--- config.mk ---
export PLATFORM = sky130hd
export DESIGN_NAME = pao_arbiter
export DESIGN_NICKNAME = d
export VERILOG_FILES = /design/src/pao_pkg.sv /design/src/pao_arbiter.sv
export SDC_FILE = /design/constraint.sdc
export NUM_CORES = 1
export LEC_CHECK = 0
export BUFFER_PORTS_ARGS = -buffer_cell sky130_fd_sc_hd__buf_2
export CORE_MARGIN = 2
export CORE_UTILIZATION = 46
export DETAILED_ROUTE_END_ITERATION = 10
export GPL_ROUTABILITY_DRIVEN = 0
export MAX_ROUTING_LAYER = met4
export PLACE_DENSITY = 0.68
export SETUP_SLACK_MARGIN = 0.15
export SLEW_MARGIN = 20
export SYNTH_ARGS = -nofsm -noshare
export SYNTH_HDL_FRONTEND = slang
export SYNTH_SLANG_ARGS = --single-unit
--- constraint.sdc ---
create_clock -name clk_in -period 10.6 [get_ports clk_in]
set_input_delay 2.12 -clock clk_in [delete_from_list [all_inputs] [get_ports clk_in]]
set_output_delay 2.12 -clock clk_in [all_outputs]
set_load 0.005 [all_outputs]
--- src/pao_pkg.sv ---
// Constants, register map and state types for the PCI arbiter observation block
package pao_pkg;

  // Register byte addresses on the Wishbone slave
  localparam int PAO_ADR_W = 16;
  localparam logic [15:0] PAO_CFG_ADR = 16'hd100;
  localparam logic [15:0] PAO_BROKEN_ADR = 16'hd110;
  localparam logic [15:0] PAO_REQ_ADR = 16'hd114;
  localparam logic [15:0] PAO_GNT_ADR = 16'hd118;
  localparam logic [15:0] PAO_STATE_ADR = 16'hd11c;

  // Field positions
  localparam int PAO_CFG_CHK_BIT = 0;
  localparam int PAO_CFG_EN_BIT = 1;
  localparam int PAO_CFG_PARK_BIT = 3;
  localparam int PAO_BROKEN_TOP_BIT = 7;
  localparam int PAO_INT_BIT = 7;
  localparam int PAO_SEL_BIT = 7;
  localparam int PAO_EXT_N = 4;

  // Master indices: 0..3 external ports A..D, 4 the internal controller
  localparam logic [2:0] PAO_IDX_PORT_A = 3'h0;
  localparam logic [2:0] PAO_IDX_INT = 3'h4;
  localparam int PAO_MASTERS = 5;

  // Reset values
  localparam logic [7:0] PAO_REQ_RST = 8'h00;
  localparam logic [7:0] PAO_GNT_RST = 8'h80;
  localparam logic PAO_SEL_RST = 1'b0;

  // Cycles a granted, requesting master may leave the bus idle before it is judged broken
  localparam logic [4:0] PAO_BM_WAIT_CYC = 5'h10;

  typedef enum logic [1:0] {
    PAO_L1_PARK,
    PAO_L1_OWN,
    PAO_L1_TURN
  } pao_l1_e;

  typedef struct packed {
    logic [7:0] req;
    logic [7:0] gnt;
    pao_l1_e l1;
    logic [2:0] rr;
    logic [2:0] pend;
    logic sel;
    logic en;
    logic park;
    logic chk;
    logic [3:0] broken;
    logic [4:0] wcnt;
    logic ack;
    logic [31:0] dat;
  } pao_state_s;

  localparam pao_state_s PAO_RST = '{
    req: PAO_REQ_RST,
    gnt: PAO_GNT_RST,
    l1: PAO_L1_PARK,
    rr: PAO_IDX_INT,
    pend: PAO_IDX_INT,
    sel: PAO_SEL_RST,
    en: 1'b0,
    park: 1'b0,
    chk: 1'b0,
    broken: 4'h0,
    wcnt: 5'h00,
    ack: 1'b0,
    dat: 32'h0000_0000
  };

endpackage

--- src/pao_arbiter.sv ---
// PCI bus arbiter with diagnostic request, grant and state observation registers
`timescale 1ns/1ps

module pao_arbiter
  import pao_pkg::*;
(
  input wire logic clk_in,
  input wire logic rst_in,
  input wire logic wb_cyc_in,
  input wire logic wb_stb_in,
  input wire logic wb_we_in,
  input wire logic [15:0] wb_adr_in,
  input wire logic [3:0] wb_sel_in,
  input wire logic [31:0] wb_dat_in,
  output logic [31:0] wb_dat_out,
  output logic wb_ack_out,
  input wire logic int_req_in,
  output logic int_gnt_out,
  input wire logic [3:0] pci_req_n_in,
  output logic [3:0] pci_gnt_n_out,
  input wire logic pci_frame_n_in,
  input wire logic pci_irdy_n_in
);

  pao_state_s q;
  pao_state_s d;

  logic idle;
  logic [3:0] ext_ok;
  logic [4:0] cand;
  logic [2:0] tgt;
  logic [2:0] turn_tgt;
  logic wr_hit;

  // Rotating priority: the search starts just after the last winner
  function automatic logic [2:0] pao_pick(input logic [4:0] c, input logic [2:0] last);
    logic [2:0] idx;
    logic [2:0] res;
    logic found;
    res = last;
    found = 1'b0;
    for (int k = 1; k <= PAO_MASTERS; k++) begin
      idx = 3'((int'(last) + k) % PAO_MASTERS);
      if (!found && c[idx]) begin
        res = idx;
        found = 1'b1;
      end
    end
    return res;
  endfunction

  function automatic logic [7:0] pao_onehot(input logic [2:0] i);
    logic [7:0] v;
    v = 8'h00;
    if (i == PAO_IDX_INT) begin
      v[PAO_INT_BIT] = 1'b1;
    end else begin
      v[i[1:0]] = 1'b1;
    end
    return v;
  endfunction

  always_comb begin
    d = q;
    idle = pci_frame_n_in & pci_irdy_n_in;
    ext_ok = ~pci_req_n_in & ~q.broken & {PAO_EXT_N{q.en}};
    cand = {int_req_in, ext_ok};
    tgt = PAO_IDX_INT;
    turn_tgt = q.pend;
    wr_hit = 1'b0;

    d.req = PAO_REQ_RST;
    d.req[PAO_INT_BIT] = int_req_in;
    d.req[PAO_EXT_N-1:0] = ~pci_req_n_in;

    // Bus slave: ack one cycle after the strobe, dropped the cycle after
    d.ack = wb_cyc_in & wb_stb_in & ~q.ack;
    if (d.ack && !wb_we_in) begin
      d.dat = 32'h0000_0000;
      case (wb_adr_in)
        PAO_CFG_ADR: begin
          d.dat[PAO_CFG_CHK_BIT] = q.chk;
          d.dat[PAO_CFG_EN_BIT] = q.en;
          d.dat[PAO_CFG_PARK_BIT] = q.park;
        end
        PAO_BROKEN_ADR: begin
          for (int i = 0; i < PAO_EXT_N; i++) begin
            d.dat[PAO_BROKEN_TOP_BIT-i] = q.broken[i];
          end
        end
        PAO_REQ_ADR: d.dat[7:0] = q.req;
        PAO_GNT_ADR: d.dat[7:0] = q.gnt;
        PAO_STATE_ADR: begin
          d.dat[PAO_SEL_BIT] = q.sel;
          // Level 1 shows the sequencing state, level 2 the rotating priority pointer
          d.dat[4:0] = q.sel ? {3'h0, q.l1} : {2'h0, q.rr};
        end
        default: d.dat = 32'h0000_0000;
      endcase
    end

    wr_hit = d.ack & wb_we_in & wb_sel_in[0];
    if (wr_hit) begin
      case (wb_adr_in)
        PAO_CFG_ADR: begin
          d.chk = wb_dat_in[PAO_CFG_CHK_BIT];
          d.en = wb_dat_in[PAO_CFG_EN_BIT];
          d.park = wb_dat_in[PAO_CFG_PARK_BIT];
        end
        PAO_BROKEN_ADR: begin
          for (int i = 0; i < PAO_EXT_N; i++) begin
            d.broken[i] = wb_dat_in[PAO_BROKEN_TOP_BIT-i];
          end
        end
        PAO_STATE_ADR: d.sel = wb_dat_in[PAO_SEL_BIT];
        // Live snapshots cannot be overwritten, so a stray write does not corrupt diagnosis
        default: d.sel = d.sel;
      endcase
    end

    case (q.l1)
      PAO_L1_TURN: begin
        // Re-check the pending master: software may have disabled or flagged it meanwhile
        turn_tgt = q.pend;
        if (turn_tgt != PAO_IDX_INT && (!q.en || q.broken[turn_tgt[1:0]])) begin
          turn_tgt = PAO_IDX_INT;
        end
        d.gnt = pao_onehot(turn_tgt);
        d.rr = turn_tgt;
        d.l1 = cand[turn_tgt] ? PAO_L1_OWN : PAO_L1_PARK;
      end
      PAO_L1_PARK, PAO_L1_OWN: begin
        if (idle) begin
          if (cand != 5'h00) begin
            tgt = pao_pick(cand, q.rr);
          end else if (q.park && q.en && !q.broken[0]) begin
            tgt = PAO_IDX_PORT_A;
          end else if (!q.park && (q.gnt[PAO_INT_BIT] || (q.en && (q.gnt[3:0] & ~q.broken) != 4'h0))) begin
            tgt = q.rr;
          end else begin
            tgt = PAO_IDX_INT;
          end
          if (pao_onehot(tgt) == q.gnt) begin
            d.l1 = cand[tgt] ? PAO_L1_OWN : PAO_L1_PARK;
          end else begin
            // One dead cycle between owners avoids two masters driving the bus
            d.gnt = 8'h00;
            d.pend = tgt;
            d.l1 = PAO_L1_TURN;
          end
        end
      end
      default: begin
        d.gnt = PAO_GNT_RST;
        d.l1 = PAO_L1_PARK;
      end
    endcase

    // Broken master check: granted, requesting, yet the bus stays idle too long
    if (q.chk && q.l1 == PAO_L1_OWN && q.rr != PAO_IDX_INT && idle && !pci_req_n_in[q.rr[1:0]]) begin
      d.wcnt = q.wcnt + 5'h01;
      if (q.wcnt == PAO_BM_WAIT_CYC - 5'h01) begin
        d.broken[q.rr[1:0]] = 1'b1;
        d.wcnt = 5'h00;
      end
    end else begin
      d.wcnt = 5'h00;
    end
  end

  always_ff @(posedge clk_in) begin
    if (rst_in) begin
      q <= PAO_RST;
    end else begin
      q <= d;
    end
  end

  assign wb_dat_out = q.dat;
  assign wb_ack_out = q.ack;
  assign int_gnt_out = q.gnt[PAO_INT_BIT];
  assign pci_gnt_n_out = ~q.gnt[3:0];
endmodule

## After elaboration in Yosys (flattened, before gate mapping)

Cells that the tools add are included.

- $add $sub $neg: 6
- Divide/modulo/power cells: 5
- Order comparisons: 14
- Equal/unequal tests: 15
- Muxes and demuxes: 77
- Bitwise operators: 15
- Reduce and logical (&&, ||, !) cells: 37

Operators with widths:

| cell | number |
|---|---|
| modulo 32 x 4 -> 32 bit (second input constant) | 5 |
| == test 16 bit (second input constant) | 5 |
| 2-to-1 mux 3 bit | 13 |
| 2-to-1 mux 1 bit | 34 |
| < comparator 3 x 4 -> 1 bit (second input constant) | 7 |
| binary-select mux 1 bit (select 3 bit) | 7 |
| 2-to-1 mux 4 bit | 5 |
| case mux 10 bit (2 select lines) | 1 |
| logical AND 1 bit | 17 |
| 2-to-1 mux 7 bit | 2 |
| AND 4 bit | 3 |
| NOT 4 bit | 3 |
| case mux 1 bit (4 select lines) | 3 |
| 2-to-1 mux 10 bit | 1 |
| zero test 1 bit | 9 |
| 2-to-1 mux 9 bit | 1 |
| adder 3 x 2 -> 4 bit (second input constant) | 2 |
| adder 3 x 3 -> 4 bit (second input constant) | 2 |
| == test 8 bit | 1 |
| < comparator 2 x 4 -> 1 bit (second input constant) | 2 |
| 2-to-1 mux 8 bit | 1 |
| case mux 2 bit (4 select lines) | 1 |
| demux 1 bit (select 2 bit) | 3 |
| == test 3 bit (second input constant) | 2 |
| 24 further kinds | 39 |

- Register bits after elaboration: 46
- Bits of input ports: 64
- Output and inout port bits: 38
- Logic and storage cells: 183

## Logic depth before layout (Yosys ltp)

- Depth after elaboration: 44
- Depth in mapped cells: 23
- Mapped depth without buffers: 21

## Worst setup path before layout

Ideal clock, no wire load.

- Path kind: register to register
- Start: register q[50] (netlist bit)
- End: register q[46] (netlist bit)
- Library setup time: 0.123 ns
- Arrival time: 5.225 ns
- Required time: 10.477 ns
- Path slack: 5.252 ns
- Stages on the path, launching flop included: 22
- Buffers on the path: 1
- Period minus slack after synthesis: 5.348 ns
- Path through: dfxtp_1 clkinv_1 ha_1 ha_1 nor4b_1 or4_1 and2_1 clkbuf_1 ha_1 nand2b_1 nor2b_1 a221oi_2 a211oi_1 o32a_1 a211oi_2 nand4_1 o21a_1 and4_1 o211a_1 o22ai_2 nand2b_2 mux2_1

- Word-level cells in the longest chain between the ends: 42
- Elaborated cells on any way between the ends: 69
- Classes of those cells: 5 x add/sub; 5 x div; 2 x order compare; 2 x eq/ne; 44 x mux; 1 x bitwise; 10 x reduce/logical

RTL lines:

| item | RTL line | text |
|---|---|---|
| from (decl) | pao_arbiter.sv:25 | `pao_state_s q;` |
| from (signal assigned) | pao_arbiter.sv:173 | `q <= PAO_RST;` |
| from (signal assigned) | pao_arbiter.sv:175 | `q <= d;` |
| adder 3 x 1 -> 4 bit | pao_arbiter.sv:43 | `idx = 3'((int'(last) + k) % PAO_MASTERS);` |
| modulo 32 x 4 -> 32 bit | pao_arbiter.sv:43 |  |
| binary-select mux 1 bit (select 3 bit) | pao_arbiter.sv:44 | `if (!found && c[idx]) begin` |
| 2-to-1 mux 1 bit (implied by the code) | pao_arbiter.sv:44 |  |
| 2-to-1 mux 1 bit | pao_arbiter.sv:44 |  |
| 2-to-1 mux 1 bit | pao_arbiter.sv:134 | `if (cand != 5'h00) begin` |
| 2-to-1 mux 1 bit | pao_arbiter.sv:133 | `if (idle) begin` |
| 2-to-1 mux 1 bit | pao_arbiter.sv:121 | `case (q.l1)` |
| (+26 left out) | -- |  |
| 2-to-1 mux 1 bit (implied by the code) | pao_arbiter.sv:58 | `v[i[1:0]] = 1'b1;` |
| demux 1 bit (select 2 bit) | pao_arbiter.sv:58 |  |
| 2-to-1 mux 4 bit | pao_arbiter.sv:55 | `if (i == PAO_IDX_INT) begin` |
| 2-to-1 mux 7 bit | pao_arbiter.sv:133 |  |
| 2-to-1 mux 7 bit | pao_arbiter.sv:121 |  |
| == test 8 bit | pao_arbiter.sv:143 | `if (pao_onehot(tgt) == q.gnt) begin` |
| NOT 1 bit (no source line) | -- |  |
| AND reduction 3 bit (no source line) | -- |  |

Every way passes the cells marked *; elsewhere a longest branch is shown, timed or not. The select of a mux whose other input is x is not followed.
A chain may end at the register's enable or synchronous reset.

## Worst setup path after layout

- Start: register q[49] (netlist bit)
- End: register q[54] (netlist bit)

- Word-level cells in the longest chain between the ends: 42
- Elaborated cells on any way between the ends: 69
- Classes of those cells: 5 x add/sub; 5 x div; 2 x order compare; 3 x eq/ne; 44 x mux; 10 x reduce/logical

RTL lines:

| item | RTL line |
|---|---|
| adder 3 x 1 -> 4 bit | pao_arbiter.sv:43 |
| modulo 32 x 4 -> 32 bit | pao_arbiter.sv:43 |
| binary-select mux 1 bit (select 3 bit) | pao_arbiter.sv:44 |
| 2-to-1 mux 1 bit (implied by the code) | pao_arbiter.sv:44 |
| 2-to-1 mux 1 bit | pao_arbiter.sv:44 |
| 2-to-1 mux 1 bit | pao_arbiter.sv:134 |
| 2-to-1 mux 1 bit | pao_arbiter.sv:133 |
| 2-to-1 mux 1 bit | pao_arbiter.sv:121 |
| (+26 left out) | -- |
| 2-to-1 mux 1 bit (implied by the code) | pao_arbiter.sv:58 |
| demux 1 bit (select 2 bit) | pao_arbiter.sv:58 |
| 2-to-1 mux 4 bit | pao_arbiter.sv:55 |
| 2-to-1 mux 7 bit | pao_arbiter.sv:133 |
| 2-to-1 mux 7 bit | pao_arbiter.sv:121 |
| == test 8 bit * | pao_arbiter.sv:143 |
| inequality test 2 bit (no source line) * | -- |
| AND reduction 2 bit (no source line) * | -- |

Marked as above.

==> results_dict.tcl <==
set metrics [dict create \
    status "complete, no violations" \
    final_nets 691 \
    synth_top_family_by_area "simple AND/OR/NAND/NOR gates" \
    clkPwrFrac 0.253 \
    fin_crit_sh 0.627 \
    clk_path_buf_depth 2 \
    viasPerCell 6.00 \
    fin_crit_ns 6.65 \
    yosysMostFrequentCell "nor2_1" \
    core_area_mm2 0.00933 \
    critPathLaunch "q[49]" \
    clock_latency_ns 0.29 \
    synth.mux.area_fraction 0.0784 \
    clock-sinks 40 \
    crit_top_cell "ha_1" \
    die_area_mm2 0.0105 \
    n_antenna_cell 0 \
    drt_iter0_drc 329 \
    yosysTopAreaCell "dfxtp_1" \
    finalSetupTns_ns 0 \
    dr.pass1.iters 5 \
    die_width_um 103 \
    p_int_mw 0.250 \
    p_sw_mw 0.135 \
    crit_path_end "q[54]" \
    cts.hold.buffers_added 0 \
    synthesis.area_mm2 0.00447 \
    sequentialPowerShare 0.417 \
    synth_edf_count 0 \
    rsz0062_at_grt "false" \
    cts_buffers 5 \
    cp.depth 20 \
    clock-root-buffer "clkbuf_8" \
    path_clk_slew_ns 0.08 \
    antenna_found_initial 0 \
    synth_ff_type "dfxtp_1" \
    io_pins 102 \
    power_leakage_nw 1.85 \
    cts_setup_buffers 0 \
    drc 0 \
    die_h_um 103 \
    grt_overflow 0 \
    grt_max_degree 39 \
    max_slew.worst_pin.slew_ns 0.798 \
    worst_r2r_path_depth 20 \
    finalHoldViolCount 0 \
    synthXorXnorAreaFrac 0.0193 \
    hpwlAfterDp_mm 8.90 \
    start_util 0.479 \
    worstPathCellList "inv_1 > ha_1 > ha_1 > nor4b_1 > or4_1 > and2_1 > ha_1 > nand2b_1 > nor2b_1 > a221oi_2 > a211oi_1 > o32a_1 > a211oi_2 > nand4_1 > o21a_1 > and4_1 > o211a_1 > o22ai_2 > nand3_1 > a32o_1" \
    criticalPathCategory "flip-flop to flip-flop" \
    io_buffers 49 \
    rrSetupSlack_ns 3.95 \
    synthTopCellsByCount "nor2_1, nand2_1, dfxtp_1" \
    hp-start "q[33]" \
    cp_max_fo 19 \
    synth_compound_area_frac 0.269 \
    cap_viol_max_count 0 \
    synthCells 581 \
    startpoint_type "flip-flop" \
    cts_tree "yes" \
    finalSetupViolations 0 \
    swShare 0.350 \
    fp-row-count 35 \
    comb_power_share 0.331 \
    fillers 898 \
    htreeDepth 2 \
    arrival_ns 6.83 \
    slew_viol_final 0 \
    worst_path_max_delay_cell "dfxtp_1" \
    netlist-cell-type-count 87 \
    path_buf_inv 1 \
    r2r_end "q[54]" \
    dr_total_vias 4376 \
    ys.warnings.count 0 \
    grtUsageTotal 0.236 \
    async_flop_share 0 \
    cp_data_required_time_ns 10.78 \
    avgSynthCellArea_um2 7.69 \
    skew_ns 0.00908 \
    area_growth_pct 4.96 \
    synth.area.top_cells "dfxtp_1, ha_1, buf_4" \
    antenna_left 0 \
    fmax_mhz 150 \
    routedWlPerCell_um 16.4 \
    final_area_mm2 0.00469 \
    slowest_delay_ns 0.83 \
    peakVddDrop_mv 0.0747 \
    cts_resized 0 \
    grt_pass1_vias 4014 \
    hp-class "flip-flop to flip-flop" \
    r2r-start "q[49]" \
    synth_top_area_frac 0.179 \
    synth-simple-area-share 0.271 \
    ys_ff_latch 40 \
    routed_wl_mm 11.9 \
    power_density_mw_per_mm2 82.2 \
    max_slew_margin 0.460 \
    drive_above_1_share 0.160 \
    grt_pass1_wl_mm 19.4 \
    cp-end-kind "flip-flop" \
    synthAdderAreaFrac 0.0756 \
    ys_seq_area_frac 0.179 \
    crit_family "compound AO/OA/AOI/OAI gates" \
    dpl_cell_area_mm2 0.00461 \
    final_util 0.503 \
]
## per-layer routing
metal  share of wire  track usage  vias to the layer above  routed length (µm)
li1                -            -                     2170                   -
met1            0.47        0.318                     2055                5610
met2            0.47        0.367                      135                5610
met3           0.047       0.0373                       16                 557
met4           0.013       0.0656                        0                 161
met5               0            -                        -                   0
## cell usage in the layout, fill, tap and decap left out, types with 7 or more instances in the layout
master	count
buf_2	49
mux2i_1	17
nand3_1	26
xnor2_1	7
nor3_1	14
o2111ai_1	7
ha_1	27
and2_1	8
o21a_1	8
a211oi_1	13
o21ai_0	17
dfxtp_1	40
nor2_1	48
conb_1	24
nand4_1	10
inv_1	24
nand2b_1	15
a21oi_1	38
and3_1	9
nand2_1	44
## how the worst min path moves through the flow
stage | depth (start not counted) | end | slack [ns]
2_1_floorplan | 1 | q[33] | 0.42
3_3_place_gp | 1 | q[33] | 0.43
3_5_place_dp | 2 | wb_dat_out[3] | 0.44
4_1_cts | 2 | wb_dat_out[3] | 0.45
5_1_grt | 1 | q[33] | 0.48
6_report | 1 | q[33] | 0.45
## flip-flops by register name, indices dropped and copies added, names as in the netlist
name         cells
int_gnt_out      1
q               30
wb_dat_out       8
wb_ack_out       1
## layout make-up
class | instances | area [µm²] | share of cell area
sequential | 40 | 801 | 0.171
tap | 129 | 161 | 0.0344
timing repair buffer | 52 | 268 | 0.0571
clock inverter | 2 | 12.5 | 0.00267
inverter | 27 | 101 | 0.0216
multi-input combinational | 474 | 3280 | 0.699
clock buffer | 5 | 68.8 | 0.0147
## stage by stage
stage               power (mW)  cells  worst slack, ns  hold WS (ns)
finish                   0.385    729             3.95         0.454
global route             0.406    729             3.52         0.477
CTS                      0.385    729             4.01         0.454
detailed placement       0.288    722             4.04         0.442
global placement         0.286    722             4.18         0.428
floorplan                0.264    604             5.25         0.418
## power groups by stage
stage | registers [mW] | logic (mW) | clock network (mW)
floorplan | 0.161 | 0.103 | 0
global placement | 0.164 | 0.122 | 0
detailed placement | 0.164 | 0.124 | 0
CTS | 0.160 | 0.125 | 0.0998
global route | 0.161 | 0.140 | 0.105
finish | 0.160 | 0.127 | 0.0974
## logic make-up (layout without fill, tap and decap cells)
logic type      Yosys count  in the layout
simple gates            224            224
compound gates          162            162
xor+xnor                  9              9
fa+ha+maj                27             27
other cells               1             24
buf+inv                  90             86
flops                    40             40
mux                      28             28
## worst register-to-register path: cells and delay by family, from the launching register on
family	cells	cell delay [ns]
AO/OA/AOI/OAI	8	2.17
AND/OR/NAND/NOR	8	1.81
adder cells (fa/ha/maj)	3	1.23
flip-flops	1	0.83
buffers and inverters	1	0.50
(Power assumes the default switching activity.)
